### src/ifc_pkg.sv
package ifc_pkg;
   // Word indices of the register map; byte address is index times four
   localparam logic [3:0] IFC_IDX_FC  = 4'h0;  // flash_control
   localparam logic [3:0] IFC_IDX_RK  = 4'h1;  // chip_reset_key
   localparam logic [3:0] IFC_IDX_TB  = 4'h2;  // timing_and_buffer_clear
   localparam logic [3:0] IFC_IDX_AL  = 4'h3;  // flash_address_low
   localparam logic [3:0] IFC_IDX_AH  = 4'h4;  // flash_address_high
   localparam logic [3:0] IFC_IDX_D0L = 4'h5;  // data_word0_low, then 0H,1L,1H..3H
   localparam logic [3:0] IFC_IDX_D3H = 4'hc;  // data_word3_high, last mapped word
   // Field positions in flash_control
   localparam int IFC_B_EN  = 7;
   localparam int IFC_B_MH  = 6;
   localparam int IFC_B_ML  = 4;
   localparam int IFC_B_TRG = 3;
   localparam int IFC_B_PS  = 2;
   localparam int IFC_B_RE  = 1;
   localparam int IFC_B_RS  = 0;
   // Field positions in timing_and_buffer_clear
   localparam int IFC_B_TS  = 1;
   localparam int IFC_B_BC  = 0;
   // Reset values
   localparam logic [7:0] IFC_RST8   = 8'h00;
   localparam logic [7:0] IFC_RST_KEY = 8'h55;  // Chip reset key value
   // Unlock key bytes for words one to three, low then high
   localparam logic [7:0] IFC_K1L = 8'h00;
   localparam logic [7:0] IFC_K2L = 8'h0d;
   localparam logic [7:0] IFC_K3L = 8'hc3;
   localparam logic [7:0] IFC_K1H = 8'h04;
   localparam logic [7:0] IFC_K2H = 8'h09;
   localparam logic [7:0] IFC_K3H = 8'h40;
   // Operation select codes
   typedef enum logic [2:0] {
      IFC_OP_WRITE  = 3'b000,
      IFC_OP_ERASE  = 3'b001,
      IFC_OP_READ   = 3'b011,
      IFC_OP_UNLOCK = 3'b110
   } ifc_op_t;
   localparam logic [4:0] IFC_PAGE_LAST = 5'h1f;  // Last word offset in a page
   // Timing, in ns and derived cycles at 40 MHz
   localparam longint IFC_CLK_NS    = 25;
   localparam longint IFC_ER0_NS    = 3200000;  // 3.2 ms
   localparam longint IFC_WR0_NS    = 2200000;  // 2.2 ms
   localparam longint IFC_ER1_NS    = 3700000;  // 3.7 ms
   localparam longint IFC_WR1_NS    = 3000000;  // 3.0 ms
   localparam int IFC_ER0_CYC = int'((IFC_ER0_NS + IFC_CLK_NS - 1) / IFC_CLK_NS);
   localparam int IFC_WR0_CYC = int'((IFC_WR0_NS + IFC_CLK_NS - 1) / IFC_CLK_NS);
   localparam int IFC_ER1_CYC = int'((IFC_ER1_NS + IFC_CLK_NS - 1) / IFC_CLK_NS);
   localparam int IFC_WR1_CYC = int'((IFC_WR1_NS + IFC_CLK_NS - 1) / IFC_CLK_NS);
   localparam int IFC_UNL_CYC = 2000;   // Unlock window, plain default
   localparam int IFC_RD_CYC  = 4;      // Read access time
   localparam int IFC_CLR_CYC = 32;     // One cycle per buffer word
   // Wishbone request bundle
   typedef struct packed {
      logic        cyc;
      logic        stb;
      logic        we;
      logic [3:0]  sel;
      logic [5:0]  adr;
      logic [31:0] dat;
   } ifc_wb_req_t;
   // Flash array command bundle
   typedef struct packed {
      logic        erase;
      logic        write;
      logic        read;
      logic [12:0] addr;
   } ifc_fl_cmd_t;
endpackage : ifc_pkg

### src/ifc_ctrl.sv
`timescale 1ns/1ps
// Notes on behaviour
// - Software cannot set enable flag, only clear
// - Decode operation select; other codes reserved
// - Erase/write only after successful unlock
// - Unlock trigger starts timer, self-clears at expiry
// - Program start runs operation, clears when done
// - Read blocked while read enable low
// - Read start runs read, clears when done
// - CPU stalled while operation runs
// - Key 55h on reset register resets chip
// - Timing select picks erase/write durations
// - Buffer clear self-clears when done
// - Upper six timing bits read zero
// - High byte write tags address, saturates page
// - Erase covers only tagged addresses
// - Erased word reads back zero
// - Timer expiry clears trigger regardless of key
// - Wrong key keeps disabled, right key enables
// - Clearing flag disables at once
// - High byte write loads buffer, bumps address
// - Buffer holds 32 words, page from address
module ifc_ctrl
   import ifc_pkg::*;
#(
   parameter int ER0_CYC = IFC_ER0_CYC,
   parameter int WR0_CYC = IFC_WR0_CYC,
   parameter int ER1_CYC = IFC_ER1_CYC,
   parameter int WR1_CYC = IFC_WR1_CYC,
   parameter int UNL_CYC = IFC_UNL_CYC
) (
   input  wire logic        clk_i,        // 40 MHz clock
   input  wire logic        rst_i,        // Synchronous reset
   input  wire logic        wb_cyc_i,     // Wishbone cycle
   input  wire logic        wb_stb_i,     // Wishbone strobe
   input  wire logic        wb_we_i,      // Write
   input  wire logic [3:0]  wb_sel_i,     // Byte lanes
   input  wire logic [5:0]  wb_adr_i,     // Byte address
   input  wire logic [31:0] wb_dat_i,     // Write data
   output logic [31:0]      wb_dat_o,     // Read data
   output logic             wb_ack_o,     // Acknowledge
   input  wire logic [15:0] fl_rdata_i,   // Flash array read word
   output logic             fl_erase_o,   // Erase strobe, tagged words
   output logic             fl_write_o,   // Write strobe, buffer contents
   output logic             fl_read_o,    // Read strobe
   output logic [12:0]      fl_addr_o,    // Flash address
   output logic [31:0]      fl_tag_o,     // Erase tags per word of page
   output logic [15:0]      fl_wbuf_o,    // Buffer word at address offset
   output logic [15:0]      rd_data_o,    // Last read word
   output logic             cpu_stall_o,  // CPU hold
   output logic             chip_rst_o    // Chip reset pulse
);
   // Sequencer states
   typedef enum logic [4:0] {
      IFC_S_IDLE = 5'b00001,
      IFC_S_ERS  = 5'b00010,
      IFC_S_WRT  = 5'b00100,
      IFC_S_RD   = 5'b01000,
      IFC_S_CLR  = 5'b10000
   } ifc_st_t;

   ifc_st_t     st_ff, nxt_st;          // Sequencer state
   logic        en_ff, trg_ff, ps_ff, re_ff, rs_ff, ts_ff, bc_ff;
   logic [2:0]  op_ff;                  // Operation select
   logic [7:0]  key_ff;                 // Chip reset key register
   logic [12:0] adr_ff;                 // Flash address pair
   logic [7:0]  dat_ff [8];             // Data words 0..3, low/high
   logic [15:0] wbuf_ff [32];           // Page write buffer
   logic [31:0] tag_ff;                 // Tagged word flags
   logic [21:0] cnt_ff;                 // Operation duration counter
   logic [10:0] ucnt_ff;                // Unlock window counter
   logic [15:0] rd_ff;                  // Read data
   logic        ack_ff;                 // Bus ack
   logic        rst_ff;                 // Chip reset pulse
   logic [4:0]  clr_ff;                 // Clear index

   // True for the eight data byte registers; shared by decode and read mux
   function automatic logic w_in_data(input logic [3:0] i);
      return (i >= IFC_IDX_D0L) && (i <= IFC_IDX_D3H);
   endfunction : w_in_data

   // Request decode
   wire         req    = wb_cyc_i & wb_stb_i & ~ack_ff;
   wire         wr     = req & wb_we_i & wb_sel_i[0];
   wire [3:0]   idx    = wb_adr_i[5:2];
   wire [7:0]   wd     = wb_dat_i[7:0];
   wire         w_fc   = wr & (idx == IFC_IDX_FC);
   wire         w_rk   = wr & (idx == IFC_IDX_RK);
   wire         w_tb   = wr & (idx == IFC_IDX_TB);
   wire         w_al   = wr & (idx == IFC_IDX_AL);
   wire         w_ah   = wr & (idx == IFC_IDX_AH);
   wire         w_d0h  = wr & (idx == IFC_IDX_D0L + 4'h1);
   wire         w_dat  = wr & w_in_data(idx);
   wire [2:0]   didx   = 3'(idx - IFC_IDX_D0L);
   wire         idle   = (st_ff == IFC_S_IDLE);
   // Start conditions; illegal starts are dropped
   wire         ps_set = w_fc & wd[IFC_B_PS] & idle;
   wire         go_ers = ps_set & en_ff & (wd[IFC_B_MH:IFC_B_ML] == IFC_OP_ERASE);
   wire         go_wrt = ps_set & en_ff & (wd[IFC_B_MH:IFC_B_ML] == IFC_OP_WRITE);
   wire         go_rd  = w_fc & wd[IFC_B_RS] & idle & (re_ff | wd[IFC_B_RE])
                         & (wd[IFC_B_MH:IFC_B_ML] == IFC_OP_READ);
   wire         go_unl = w_fc & wd[IFC_B_TRG] & ~trg_ff
                         & (wd[IFC_B_MH:IFC_B_ML] == IFC_OP_UNLOCK);
   wire         go_clr = w_tb & wd[IFC_B_BC] & idle;
   // Duration select
   wire [21:0]  er_len = ts_ff ? 22'(ER1_CYC) : 22'(ER0_CYC);
   wire [21:0]  wr_len = ts_ff ? 22'(WR1_CYC) : 22'(WR0_CYC);
   wire         done   = (cnt_ff == 22'h000001);
   wire         u_end  = trg_ff & (ucnt_ff == 11'h001);
   // Key check across data words one to three
   wire         key_ok = (dat_ff[2] == IFC_K1L) & (dat_ff[4] == IFC_K2L)
                       & (dat_ff[6] == IFC_K3L) & (dat_ff[3] == IFC_K1H)
                       & (dat_ff[5] == IFC_K2H) & (dat_ff[7] == IFC_K3H);
   // Address increment with page saturation
   wire [12:0]  adr_inc = (adr_ff[4:0] == IFC_PAGE_LAST) ? adr_ff : adr_ff + 13'h0001;

   // Next-state logic
   always_comb begin
      nxt_st = st_ff;
      case (st_ff)
         IFC_S_IDLE: begin
            if (go_ers)      nxt_st = IFC_S_ERS;
            else if (go_wrt) nxt_st = IFC_S_WRT;
            else if (go_rd)  nxt_st = IFC_S_RD;
            else if (go_clr) nxt_st = IFC_S_CLR;
         end
         IFC_S_ERS, IFC_S_WRT, IFC_S_RD: begin
            if (done) nxt_st = IFC_S_IDLE;
         end
         IFC_S_CLR: begin
            if (clr_ff == IFC_PAGE_LAST) nxt_st = IFC_S_IDLE;
         end
         default: nxt_st = IFC_S_IDLE;
      endcase
   end

   // State and operation counter
   always_ff @(posedge clk_i) begin
      if (rst_i) begin
         st_ff  <= IFC_S_IDLE;
         cnt_ff <= 22'h0;
      end else begin
         st_ff <= nxt_st;
         // Counter is loaded at launch and runs down to zero; done is flagged at one
         if (go_ers)      cnt_ff <= er_len;
         else if (go_wrt) cnt_ff <= wr_len;
         else if (go_rd)  cnt_ff <= 22'(IFC_RD_CYC);
         else if (cnt_ff != 22'h0) cnt_ff <= cnt_ff - 22'h000001;
      end
   end

   // Control register bits
   always_ff @(posedge clk_i) begin
      if (rst_i) begin
         en_ff <= 1'b0;
         op_ff <= 3'b000;
         trg_ff <= 1'b0;
         ps_ff <= 1'b0;
         re_ff <= 1'b0;
         rs_ff <= 1'b0;
         ts_ff <= 1'b0;
         ucnt_ff <= 11'h0;
      end else begin
         // Hardware set beats software clear
         if (u_end & key_ok)                      en_ff <= 1'b1;
         else if (w_fc & ~wd[IFC_B_EN])           en_ff <= 1'b0;
         // Mode, read enable and timing select are plain software fields
         if (w_fc) op_ff <= wd[IFC_B_MH:IFC_B_ML];
         if (w_fc) re_ff <= wd[IFC_B_RE];
         if (w_tb) ts_ff <= wd[IFC_B_TS];
         // Unlock window timer
         if (go_unl) begin
            trg_ff  <= 1'b1;
            ucnt_ff <= 11'(UNL_CYC);
         end else if (u_end) begin
            trg_ff  <= 1'b0;
            ucnt_ff <= 11'h0;
         end else if (trg_ff) begin
            ucnt_ff <= ucnt_ff - 11'h001;
         end
         // Start bits self-clear on completion
         if (go_ers | go_wrt)                     ps_ff <= 1'b1;
         else if (done & (st_ff != IFC_S_RD))     ps_ff <= 1'b0;
         if (go_rd)                               rs_ff <= 1'b1;
         else if (done & (st_ff == IFC_S_RD))     rs_ff <= 1'b0;
      end
   end

   // Address, data words, key register, chip reset pulse
   always_ff @(posedge clk_i) begin
      if (rst_i) begin
         adr_ff <= 13'h0;
         key_ff <= IFC_RST8;
         rst_ff <= 1'b0;
         for (int i = 0; i < 8; i++) dat_ff[i] <= IFC_RST8;
      end else begin
         // One-cycle reset pulse; the key value itself is still stored
         rst_ff <= w_rk & (wd == IFC_RST_KEY);
         if (w_rk) key_ff <= wd;
         if (w_dat) dat_ff[didx] <= wd;
         if (w_al)       adr_ff[7:0]  <= wd;
         else if (w_ah)  adr_ff[12:8] <= wd[4:0];
         else if (w_d0h) adr_ff <= adr_inc;
      end
   end

   // Write buffer, tags and clear engine
   always_ff @(posedge clk_i) begin
      if (rst_i) begin
         tag_ff <= 32'h0;
         clr_ff <= 5'h0;
         bc_ff  <= 1'b0;
         for (int i = 0; i < 32; i++) wbuf_ff[i] <= 16'h0000;
      end else begin
         if (go_clr) begin
            bc_ff  <= 1'b1;
            clr_ff <= 5'h0;
         end else if (st_ff == IFC_S_CLR) begin
            wbuf_ff[clr_ff] <= 16'h0000;
            clr_ff <= clr_ff + 5'h01;
            if (clr_ff == IFC_PAGE_LAST) bc_ff <= 1'b0;
         end
         // Loads are ignored while locked, but the address still advances
         if (w_d0h & en_ff) begin
            wbuf_ff[adr_ff[4:0]] <= {wd, dat_ff[0]};
            tag_ff[adr_ff[4:0]]  <= 1'b1;
         end
         // Tags and buffer drop after an erase or write finishes
         if (done & (st_ff != IFC_S_RD)) begin
            tag_ff <= 32'h0;
            for (int i = 0; i < 32; i++) wbuf_ff[i] <= 16'h0000;
         end
      end
   end

   // Read capture; array returns 0000h for erased words
   always_ff @(posedge clk_i) begin
      if (rst_i) rd_ff <= 16'h0000;
      else if (done & (st_ff == IFC_S_RD)) rd_ff <= fl_rdata_i;
   end

   // Read mux; timing register upper bits zero
   logic [7:0] rmux;
   always_comb begin
      rmux = 8'h00;
      case (idx)
         IFC_IDX_FC: rmux = {en_ff, op_ff, trg_ff, ps_ff, re_ff, rs_ff};
         IFC_IDX_RK: rmux = key_ff;
         IFC_IDX_TB: rmux = {6'h00, ts_ff, bc_ff};
         IFC_IDX_AL: rmux = adr_ff[7:0];
         IFC_IDX_AH: rmux = {3'b000, adr_ff[12:8]};
         default:    rmux = w_in_data(idx) ? dat_ff[3'(idx - IFC_IDX_D0L)] : 8'h00;
      endcase
   end

   // Bus answer one cycle after the request; unmapped reads zero
   always_ff @(posedge clk_i) begin
      if (rst_i) begin
         ack_ff   <= 1'b0;
         wb_dat_o <= 32'h0;
      end else begin
         ack_ff   <= req;
         wb_dat_o <= {24'h0, rmux};
      end
   end

   assign wb_ack_o    = ack_ff;
   assign fl_erase_o  = (st_ff == IFC_S_ERS);
   assign fl_write_o  = (st_ff == IFC_S_WRT);
   assign fl_read_o   = (st_ff == IFC_S_RD);
   assign fl_addr_o   = adr_ff;
   assign fl_tag_o    = tag_ff;
   assign fl_wbuf_o   = wbuf_ff[adr_ff[4:0]];
   assign rd_data_o   = rd_ff;
   assign cpu_stall_o = ~idle & (st_ff != IFC_S_CLR);
   assign chip_rst_o  = rst_ff;

   // Stall covers exactly the running operation
   stall_match_a: assert property (@(posedge clk_i) disable iff (rst_i)
      cpu_stall_o == (ps_ff | rs_ff)) else $error("stall mismatch");

   // Enable flag never rises except at unlock end
   en_rise_a: assert property (@(posedge clk_i) disable iff (rst_i)
      $rose(en_ff) |-> $past(u_end)) else $error("enable rose wrongly");

   // Trigger drop only at timer end
   trg_fall_a: assert property (@(posedge clk_i) disable iff (rst_i)
      $fell(trg_ff) |-> $past(u_end)) else $error("trigger fell early");

   // Clearing enable takes effect next cycle
   en_clr_a: assert property (@(posedge clk_i) disable iff (rst_i)
      (w_fc & ~wd[IFC_B_EN] & ~u_end) |=> ~en_ff) else $error("disable late");

   // Chip reset follows key write
   key_rst_a: assert property (@(posedge clk_i) disable iff (rst_i)
      (w_rk & (wd == IFC_RST_KEY)) |=> chip_rst_o) else $error("no chip reset");

   // No erase or write while locked
   lock_op_a: assert property (@(posedge clk_i) disable iff (rst_i)
      (ps_set & ~en_ff) |=> ~ps_ff) else $error("locked start accepted");

   // Read lasts fixed cycles then clears
   rd_len_a: assert property (@(posedge clk_i) disable iff (rst_i)
      go_rd |=> fl_read_o [*4] ##1 ~rs_ff) else $error("read timing");

   // Buffer clear finishes in 32 cycles
   clr_len_a: assert property (@(posedge clk_i) disable iff (rst_i)
      go_clr |-> ##[1:33] ~bc_ff) else $error("clear stuck");

   // Upper timing bits read zero
   tb_zero_a: assert property (@(posedge clk_i) disable iff (rst_i)
      (req & ~wb_we_i & (idx == IFC_IDX_TB)) |=> (wb_dat_o[7:2] == 6'h00))
      else $error("reserved bits set");

   // Address saturates at page end
   adr_sat_a: assert property (@(posedge clk_i) disable iff (rst_i)
      (w_d0h & (adr_ff[4:0] == IFC_PAGE_LAST)) |=> $stable(adr_ff))
      else $error("address wrapped");

   // Unlock write arms the trigger and its timer
   trg_arm_a: assert property (@(posedge clk_i) disable iff (rst_i)
      go_unl |=> trg_ff) else $error("trigger not armed");

   // Timer expiry drops the trigger whatever the key
   trg_end_a: assert property (@(posedge clk_i) disable iff (rst_i)
      u_end |=> ~trg_ff) else $error("trigger kept");

   // Correct key at expiry sets the flag
   key_good_a: assert property (@(posedge clk_i) disable iff (rst_i)
      (u_end & key_ok) |=> en_ff) else $error("good key ignored");

   // Wrong key leaves a clear flag clear
   key_bad_a: assert property (@(posedge clk_i) disable iff (rst_i)
      (u_end & ~key_ok & ~en_ff) |=> ~en_ff) else $error("bad key accepted");

   // Launch raises the matching strobe and the start bit
   ers_go_a: assert property (@(posedge clk_i) disable iff (rst_i)
      go_ers |=> (fl_erase_o & ps_ff)) else $error("erase not launched");

   wrt_go_a: assert property (@(posedge clk_i) disable iff (rst_i)
      go_wrt |=> (fl_write_o & ps_ff)) else $error("write not launched");

   // Counter is loaded with the selected duration
   ers_len_a: assert property (@(posedge clk_i) disable iff (rst_i)
      go_ers |=> (cnt_ff == $past(er_len))) else $error("erase length");

   wrt_len_a: assert property (@(posedge clk_i) disable iff (rst_i)
      go_wrt |=> (cnt_ff == $past(wr_len))) else $error("write length");

   // Start bit falls only on completion
   ps_done_a: assert property (@(posedge clk_i) disable iff (rst_i)
      $fell(ps_ff) |-> $past(done)) else $error("start bit dropped early");

   // Read start without read enable is dropped
   rd_gate_a: assert property (@(posedge clk_i) disable iff (rst_i)
      (w_fc & idle & wd[IFC_B_RS] & ~wd[IFC_B_RE] & ~re_ff) |=> ~rs_ff)
      else $error("read not gated");

   // Buffer clear shows busy at once
   bc_go_a: assert property (@(posedge clk_i) disable iff (rst_i)
      go_clr |=> bc_ff) else $error("clear not started");

   // Any value written to the key register is stored
   key_store_a: assert property (@(posedge clk_i) disable iff (rst_i)
      w_rk |=> (key_ff == $past(wd))) else $error("key not stored");

   // Buffer load bumps the address inside the page
   adr_inc_a: assert property (@(posedge clk_i) disable iff (rst_i)
      (w_d0h & (adr_ff[4:0] != IFC_PAGE_LAST)) |=> (adr_ff == $past(adr_ff) + 13'h0001))
      else $error("address not bumped");

   // Start with a code other than erase or write is dropped
   bad_op_a: assert property (@(posedge clk_i) disable iff (rst_i)
      (ps_set & (wd[IFC_B_MH:IFC_B_ML] != IFC_OP_ERASE)
       & (wd[IFC_B_MH:IFC_B_ML] != IFC_OP_WRITE)) |=> ~ps_ff)
      else $error("illegal start accepted");
endmodule : ifc_ctrl

### config.mk
export PLATFORM = sky130hd
export DESIGN_NAME = ifc_ctrl
export DESIGN_NICKNAME = d
export VERILOG_FILES = /design/src/ifc_pkg.sv /design/src/ifc_ctrl.sv
export SDC_FILE = /design/constraint.sdc
export NUM_CORES = 1
export LEC_CHECK = 0
export BUFFER_PORTS_ARGS = -buffer_cell sky130_fd_sc_hd__buf_2
export CAP_MARGIN = 20
export CORE_UTILIZATION = 30
export DETAILED_ROUTE_END_ITERATION = 10
export SLEW_MARGIN = 10
export SYNTH_ARGS = -nofsm -noshare
export SYNTH_HDL_FRONTEND = slang
export SYNTH_SLANG_ARGS = --single-unit
### constraint.sdc
create_clock -name clk_i -period 6.8 [get_ports clk_i]
set_input_delay 1.36 -clock clk_i [delete_from_list [all_inputs] [get_ports clk_i]]
set_output_delay 1.36 -clock clk_i [all_outputs]
set_load 0.005 [all_outputs]
* Word level (Yosys, flattened, before mapping)
Memory sizes are Yosys's and may differ from the RTL's. A register that Yosys moved wholly into a read port is not among the register bits.
Cells that the tools add are included.
** Cells by class
- $add $sub $neg :: 5
- Order comparisons :: 4
- Eq/ne operators :: 95
- Muxes and demuxes :: 94
- Bitwise logic cells :: 270
- Reduce and logical (&&, ||, !) cells :: 27
** Operator list (number)
- two-way mux 16 bit :: 35
- == test 5 bit (second input constant) :: 67
- bitwise AND 1 bit :: 166
- two-way mux 22 bit :: 4
- inverter 1 bit :: 69
- two-way mux 5 bit :: 11
- case mux 8 bit (5 select lines) :: 1
- OR 1 bit :: 34
- two-way mux 11 bit :: 3
- two-way mux 8 bit :: 4
- OR 32 bit :: 1
- OR reduction 16 bit :: 2
- two-way mux 1 bit :: 30
- two-way mux 13 bit :: 2
- == test 22 x 1 -> 1 bit (second input constant) :: 1
- nonzero test 22 bit :: 1
- subtractor 22 x 1 -> 22 bit (second input constant) :: 1
- two-way mux 18 bit :: 1
- == test 8 x 4 -> 1 bit (second input constant) :: 2
- == test 8 x 7 -> 1 bit (second input constant) :: 2
- nonzero test 2 bit :: 8
- case mux 5 bit (3 select lines) :: 1
- adder 13 x 1 -> 13 bit (second input constant) :: 1
- == test 11 x 1 -> 1 bit (second input constant) :: 1
- 37 further kinds :: 47
** Storage, ports and cells
- Register bits after elaboration :: 156
- Bits in writable memories :: 576
- Input port bits :: 63
- Memories :: 2
** Memory list
- wbuf_ff :: words 32, width 16, read ports 1, clocked after memory_dff 1, wr ports 32, RTL line ifc_ctrl.sv:68 : logic [15:0] wbuf_ff [32];
- dat_ff :: words 8, width 8, read ports 8, clocked after memory_dff 0, wr ports 8, RTL line ifc_ctrl.sv:67 : logic [7:0] dat_ff [8];

* Logic depth before layout (Yosys ltp)
Gate-level depths: netlist (run 1).
- Word-level depth :: 44
- Gate-level depth with buffers :: 13
- Gate-level depth less buffers :: 9

* Worst setup path before layout (run 1)
Ideal clock, no wire load.
- Kind :: input -> register
- From :: in wb_adr_i[2]
- To :: mem wbuf_ff[10][0], enable pin
- Library setup time :: 0.414 ns
- Data arrival time :: 4.212 ns
- Data required time :: 6.386 ns
- Slack :: 2.174 ns
- Cell stages on the path :: 10
- Cell sequence :: clkbuf_1 buf_1 inv_1 ha_1 and3_1 clkbuf_1 nand2b_4 buf_6 buf_2 o31ai_1
** RTL lines
- from (decl) :: RTL line ifc_ctrl.sv:38 : input wire logic [5:0] wb_adr_i,
- to (decl) :: RTL line ifc_ctrl.sv:68

==> summary.md, run 1 <==
| Metric | Value |
|---|---|
| Result of the run | finished, final reports clean |
| Worst vdd rail ir drop | 0.201 mV |
| Count of final setup violators | 0 |
| Areal power density over the cells | ~290 mW/mm² |
| Largest net degree at the start of global routing | 208 |
| Worst-path maximum fanout | 43 |
| Total standard cell area after synthesis | 0.0336 mm² |
| Drt first-iter violations | ~2100 |
| Synthesized netlist cell count | 2712 |
| Last weighted congestion value of the routability-driven placer | 0.810 |
| Kind of capture point of the worst setup path | output pin |
| H-Tree Level Count | 3 |
| Number of cells traversed by the worst register-to-register path | 10 |
| Tightest slew margin relative to the limit | a little under a quarter |
| Later-pin clock latency in the skew report | 0.64 ns |
| Worst Tran Pin Value | 1.16 ns |
| Setup repair after global routing missed its margin | no |
| Main synth FF type | edfxtp_1 |
| Clock tree root driver cell | clkbuf_16 |
| Clk pin slew, worst setup/hold paths | 0.07 ns |
| Clock buffers created by TritonCTS | 77 |
| Largest area contributor in the synthesized netlist | edfxtp_1 |
| Cell with the most instances after synthesis | edfxtp_1 |
| Post-Place Setup Slack | roughly 1.8 ns |
| Total die area | 0.113 mm² |
| Met2 Track Usage GR | 27.3% |
| HPWL Detailed | 58200 µm |
| Post-synth ARST share | 0% |
| IO Pins | 178 |
| Final clock period utilization by the worst path | 76.2% |
| Clock Path Buffers | 3 |
| End point of the most critical hold path | rd_data_o[4]$_SDFFE_PP0P_ |
| Commonest cells in the synthesized netlist | edfxtp_1 (576), nor3_1 (442), nand2_1 (217) |
| Fmax | 193 MHz |
| FF+latch count, synth | 713 |
| Number of optimization iterations in the first detailed-route pass | 5 |
| Start-to-end type of the worst setup path | register to output pin |
| Global-route track usage on met1 | between 20 and 25% |
| Area growth from synthesis to final layout | 12.9% |
| CTS tree | done |
| Final Total Pwr | 10800 µW |
| Global-route layer with the greatest usage | met2 |
| Overall routing resource usage | between 15 and 20% |
| Nets@finish | 2811 |
| Synth Area per Inst | 12.4 µm² |
| Final routed wire length divided by cell count | about 23 µm |
| Port bufs | 124 |
| Instance count along the most critical hold path | 2 |
| Routed vias/inst | 5.27 |
| Total number of vias | 22500 |
| Count of hold buffers inserted by post-cts repair | 0 |
| Final hold violation count | 0 |
| Number of library cell types mapped by synthesis | 68 |
| Startpoint of the worst register-to-register path | fl_addr_o[0]$_SDFFE_PP0P_ |
| Crit path time final | 5.18 ns |
| Core area | 0.111 mm² |
| DRC violations left | 0 |
| Global route total overflow | 0 |
| Final critical-path setup slack | 1.62 ns |
| Data required time at the worst endpoint | between 5 and 6 ns |
| Clock sink count | 713 |
| Synthesis Warnings | 0 |
| Layout cells sized above 1 | approximately 17% |
| Die W | 336 µm |
| Portion of the post-synthesis area used by sequential elements | 59.7% |
| Leakage component of the power | about 0.012 µW |
| Reg-to-reg critical path endpoint | wbuf_ff[19][7]$_SDFFCE_PN0P_ |
| Number of max-cap violations | 0 |
| Total Routed Length | around 97000 µm |
| Count of antenna-violating nets left after detailed routing | 0 |
| DIE HEIGHT | 336 µm |
| Setup total negative slack | 0 ns |
| Worst hold start | rd_data_o[4]$_SDFFE_PP0P_ |
| Antenna violations before repair | 5 |
| Final max-slew violation count | 0 |
| Setup fix buffers added after clock tree synthesis | 0 |
| Number of global-route vias before repair | 22000 |
| Arrival time reported for the critical path endpoint | 3.82 ns |
| Startpoint type of the worst setup path | register |
| Worst min-delay path category | register to register |
| Core occupancy in the finished layout | 34.2% |
| Biggest area contributors in the synthesized netlist | edfxtp_1 (52%), mux4_2 (8.6%), dfxtp_1 (8.2%) |
| Cell row count | 122 |
| Effective utilization at floorplan | a little under a third |
| Reg2reg setup slack | roughly 2.4 ns |
| Fin Clk Skew | 0.0320 ns |
| First-pass GRT wire length | 143000 µm |
| Area share of the largest cell type after synthesis | 51.5% |
| Antenna diode count | 0 |
| Post_cts resized | 0 |
| GR Util met3 | 3.09% |
| Post-synth EDFFs | approximately 580 |
## per-stage QoR
stage,instances,hold WS (ns),instance area (µm²)
6_report,4277,0.448,37900
5_1_grt,4277,0.464,37900
4_1_cts,4277,0.451,37900
3_5_place_dp,4135,0.443,35400
3_3_place_gp,4134,0.438,35300
2_1_floorplan,2735,0.432,33600
## report_power, final
part	internal, µW	total [µW]	switching [µW]
Sequential	5260	5440	182
Clock	2450	4230	1780
Combinational	412	1150	736
## cell type report
type	instances	area (µm²)
Tap cell	1488	1860
Multi-Input combinational cell	1732	12300
Clock buffer	97	2070
Fill cell	11000	72900
Inverter	19	71.3
Sequential cell	713	20100
Timing Repair Buffer	183	1120
Clock inverter	45	468
## registers in the layout, summed over array words and instances (netlist names), 3 cells and up, named ones only
signal     flops
clr_ff         5
cnt_ff        22
dat_ff        64
fl_addr_o     13
fl_tag_o      32
key_ff         8
op_ff          3
rd_data_o     16
st_ff          5
ucnt_ff       11
wb_dat_o       8
wbuf_ff      512
## how the worst max path moves through the flow
| stage | startpoint | to | slack, ns | cells after the start |
|---|---|---|---|---|
| 2_1_floorplan | wb_adr_i[2] | wbuf_ff[10][0]$_SDFFCE_PN0P_ | 2.17 | 10 |
| 3_3_place_gp | wb_adr_i[4] | wbuf_ff[16][5]$_SDFFCE_PN0P_ | 1.78 | 8 |
| 3_5_place_dp | wb_adr_i[4] | wbuf_ff[16][4]$_SDFFCE_PN0P_ | 1.78 | 8 |
| 4_1_cts | register | fl_wbuf_o[14] | 1.55 | 6 |
| 5_1_grt | register | fl_wbuf_o[12] | 1.27 | 5 |
| 6_report | register | fl_wbuf_o[14] | 1.62 | 6 |
## cells in the final DEF (no fill, tap or decap), types with 7 or more instances in the layout
master,count
xnor2_1,21
nor3_1,442
o21ai_1,8
nand4_1,17
mux2i_1,93
clkinv_2,17
o21ai_0,13
nand2_1,217
nand3_1,30
a211oi_1,24
a21oi_1,102
mux4_2,128
nor4_1,18
and2_1,133
inv_1,18
bufinv_16,7
clkbuf_16,78
a22o_1,16
clkbuf_1,14
ha_1,22
buf_2,123
a22oi_1,12
conb_1,24
nor2b_1,14
xor2_1,12
clkinv_1,11
and3_1,13
or2_2,13
edfxtp_1,576
nor2_1,175
a221oi_1,17
buf_4,56
a31oi_1,29
or3_1,12
dfxtp_1,134
nand2b_1,30
nor4b_1,9
## kinds of logic (layout without fill, tap and decap cells)
group	count (synthesis)	count (layout)	share of synthesized area, %
and+or+nand+nor	1164	1164	17.5
xor gates and xnor gates	33	33	0.861
DFF	713	713	59.7
muxes	221	221	11.4
AOI/OAI and AO/OA	268	268	5.18
buffers and inverters	290	344	4.51
adders and majority gates	22	22	0.820
other	1	24	0.0112
## critical path, cell delays in order (launching register included)
cell	delay [ns]
dfxtp_4	0.95
buf_4	0.38
mux4_2	0.26
mux2i_1	0.09
a22o_1	0.36
a221oi_1	0.81
buf_2	0.26
## per-layer routing
| layer | wire length (µm) | vias to the layer above |
|---|---|---|
| li1 | - | 10200 |
| met3 | 8080 | 114 |
| met2 | 45600 | 940 |
| met1 | 41000 | 11300 |
| met5 | 20 | - |
| met4 | 2180 | 2 |
Power figures use the tool's default switching activity.
==> inputs of run 2 (changes only) <==
==> constraint.sdc (replaced) <==
create_clock -name clk_i -period 5.4 [get_ports clk_i]
set_input_delay 1.08 -clock clk_i [delete_from_list [all_inputs] [get_ports clk_i]]
set_output_delay 1.08 -clock clk_i [all_outputs]
set_load 0.005 [all_outputs]
==> run 2 against run 1 <==
Non-clock buffer count rose by 34. Design area rose by 0.73%. Sequential share of layout area fell by 0.38 points. Wire length rose by 0.90%. Critical endpoint unchanged. Clock power rose by 26%. Via count rose by 0.35%.
==> summary.md, run 2 (same netlist as run 1, synthesis figures left out) <==
| Metric | Value |
|---|---|
| Worst vdd rail ir drop | 0.256 mV (was 0.201 mV) |
| Number of cells traversed by the worst register-to-register path | 10 (unchanged) |
| Setup repair after global routing missed its margin | no (unchanged) |
| Start-to-end type of the worst setup path | register to output pin (unchanged) |
| Antenna violations before repair | 5 (unchanged) |
| H-Tree Level Count | 3 (unchanged) |
| HPWL Detailed | 59500 µm (was 58200 µm) |
| Clock Path Buffers | 3 (unchanged) |
| Cell row count | 122 (unchanged) |
| Routed vias/inst | 5.25 (was 5.27) |
| Tightest slew margin relative to the limit | 19.3% (was 22.9%) |
| Number of fill cells in the layout | 10900 (was 11000) |
| Final routed wire length divided by cell count | 22.7 µm (about the same) |
| Most common cell after layout, fill and taps aside | edfxtp_1 (unchanged) |
| Total Routed Length | 97800 µm (was 96900 µm) |
| Startpoint type of the worst setup path | register (unchanged) |
| Final clock period utilization by the worst path | 84.4% |
| Worst Hold Margin | 0.448 ns (about the same) |
| Drt first-iter violations | 2245 (was 2128) |
| Post-route non-filler standard cell count | 4309 (was 4277) |
| Setup fix buffers added after clock tree synthesis | 0 (unchanged) |
| Worst path depth | 6 (unchanged) |
| Fin Clk Skew | 0.0278 ns (was 0.0320 ns) |
| Reg2reg setup slack | 0.94 ns (was 2.41 ns) |
| Last weighted congestion value of the routability-driven placer | 0.811 (was 0.810) |
| Clk pin slew, worst setup/hold paths | 0.06 ns (was 0.07 ns) |
| Total die area | 0.113 mm² (unchanged) |
| Worst Tran Pin Value | 1.20 ns (was 1.16 ns) |
| Port bufs | 124 (unchanged) |
| Arrival time reported for the critical path endpoint | 3.48 ns (was 3.82 ns) |
| Commonest cells after routing, fill and taps aside | edfxtp_1 (576), nor3_1 (442), nand2_1 (217), nor2_1 (175), dfxtp_1 (134) (unchanged) |
| Largest net degree at the start of global routing | 101 (was 208) |
| Total number of vias | 22600 (was 22500) |
| Largest register FFs | 512 (unchanged) |
| Number of max-cap violations | 0 (unchanged) |
| Clock buffers created by TritonCTS | 77 (unchanged) |
| Highest-delay cell along the critical path | a221oi_1 (was dfxtp_4) |
| Final max-slew violation count | 0 (unchanged) |
| Die W | 336 µm (unchanged) |
| Clock tree root driver cell | clkbuf_16 (unchanged) |
| Clock sink count | 713 (unchanged) |
| Setup total negative slack | 0 ns (unchanged) |
| DIE HEIGHT | 336 µm (unchanged) |
| Final hold violation count | 0 (unchanged) |
| Fmax | 219 MHz |
| Data required time at the worst endpoint | 4.32 ns (was 5.44 ns) |
| Area taken by flip-flops and latches | 0.0201 mm² (unchanged) |
| First-pass GRT wire length | 145000 µm (was 143000 µm) |
| Nets@finish | 2845 (was 2811) |
| Leakage component of the power | 0.0125 µW (was 0.0124 µW) |
| Kind of cell adding the most delay to the critical path | compound AO/OA/AOI/OAI gates (unchanged) |
| Number of optimization iterations in the first detailed-route pass | 5 (unchanged) |
| Worst min-delay path category | register to register (unchanged) |
| Result of the run | finished, final reports clean (unchanged) |
| Core area | 0.111 mm² (unchanged) |
| Areal power density over the cells | 358 mW/mm² (was 285 mW/mm²) |
| Count of hold buffers inserted by post-cts repair | 0 (unchanged) |
| Instance count along the most critical hold path | 2 (unchanged) |
| Buffers & Inverters on Critical Path | 2 (unchanged) |
| Number of global-route vias before repair | 22400 (was 22000) |
| Global route total overflow | 0 (unchanged) |
| IO Pins | 178 (unchanged) |
| Cells after DPL | 4169 (was 4135) |
| Largest reg by FF count | wbuf_ff (unchanged) |
| Crit path time final | 4.56 ns |
| Overall routing resource usage | 17.1% (was 16.8%) |
| Worst-path maximum fanout | 25 (was 43) |
| Area growth from synthesis to final layout | 13.8% (was 12.9%) |
| Count of antenna-violating nets left after detailed routing | 0 (unchanged) |
| Layout cells sized above 1 | 17.9% (was 17.3%) |
| Effective utilization at floorplan | 30.3% (unchanged) |
| Combined area of the multi-input logic cells | 0.0123 mm² (about the same) |
| Count of final setup violators | 0 (unchanged) |
| Later-pin clock latency in the skew report | 0.64 ns (about the same) |
| DRC violations left | 0 (unchanged) |
| Post_cts resized | 0 (unchanged) |
| CTS tree | done (unchanged) |
| Kind of capture point of the worst setup path | output pin (unchanged) |
| Max incr delay on CP | 0.87 ns (was 0.95 ns) |
| Antenna diode count | 0 (unchanged) |
| Cells along the critical path | buf_4, mux4_2, mux2i_1, a22o_1, a221oi_1, buf_2 (unchanged) |
-- run 2: where the power goes --
group / internal [µW] / switching (µW) / total (µW)
Clock: 3130 / 2220 / 5350
Combinational: 547 / 937 / 1480
Sequential: 6620 / 229 / 6850
Total: 10300 / 3390 / 13700
-- run 2: per-layer routing --
metal  vias to the layer above  global-route usage (%)  routed length (µm)
li1                      10200                       -                   -
met1                     11300                    23.5               42000
met2                       933                    27.7               46200
met3                       106                    2.95                7510
met4                         0                    4.43                2090
met5                         -                       0                   0
-- run 2: final timing paths --
kind                                                start                           end
worst min register to register  rd_data_o[4]$_SDFFE_PP0P_     rd_data_o[4]$_SDFFE_PP0P_
worst max-delay path                             register                 fl_wbuf_o[14]
worst min-delay path            rd_data_o[4]$_SDFFE_PP0P_     rd_data_o[4]$_SDFFE_PP0P_
worst max register to register  fl_addr_o[1]$_SDFFE_PP0P_  wbuf_ff[14][1]$_SDFFCE_PN0P_
-- run 2: worst min-delay path, cell delays in order (launching register included) --
cell and delay, ns:
dfxtp_1 0.30, nand2_1 0.05, a21oi_1 0.05
-- run 2: through the flow --
step           utilization (%)  cell area [µm²]  total power (µW)  setup WS, ns
2_1_floorplan                -            33600              7830          1.05
3_3_place_gp              32.2            35700              8410          1.09
3_5_place_dp              32.2            35700              8450          1.03
4_1_cts                   34.5            38200             13800         0.799
5_1_grt                   34.5            38200             14100         0.703
6_report                  34.5            38200             13700         0.842
-- run 2: cell type report --
| class | instances | area share (%) |
|---|---|---|
| inverter | 19 | 0.187 |
| tap | 1488 | 4.88 |
| multi-input combinational | 1732 | 32.1 |
| clock buffer | 101 | 5.36 |
| sequential | 713 | 52.5 |
| timing repair buffer | 217 | 3.72 |
| clock inverter | 39 | 1.25 |
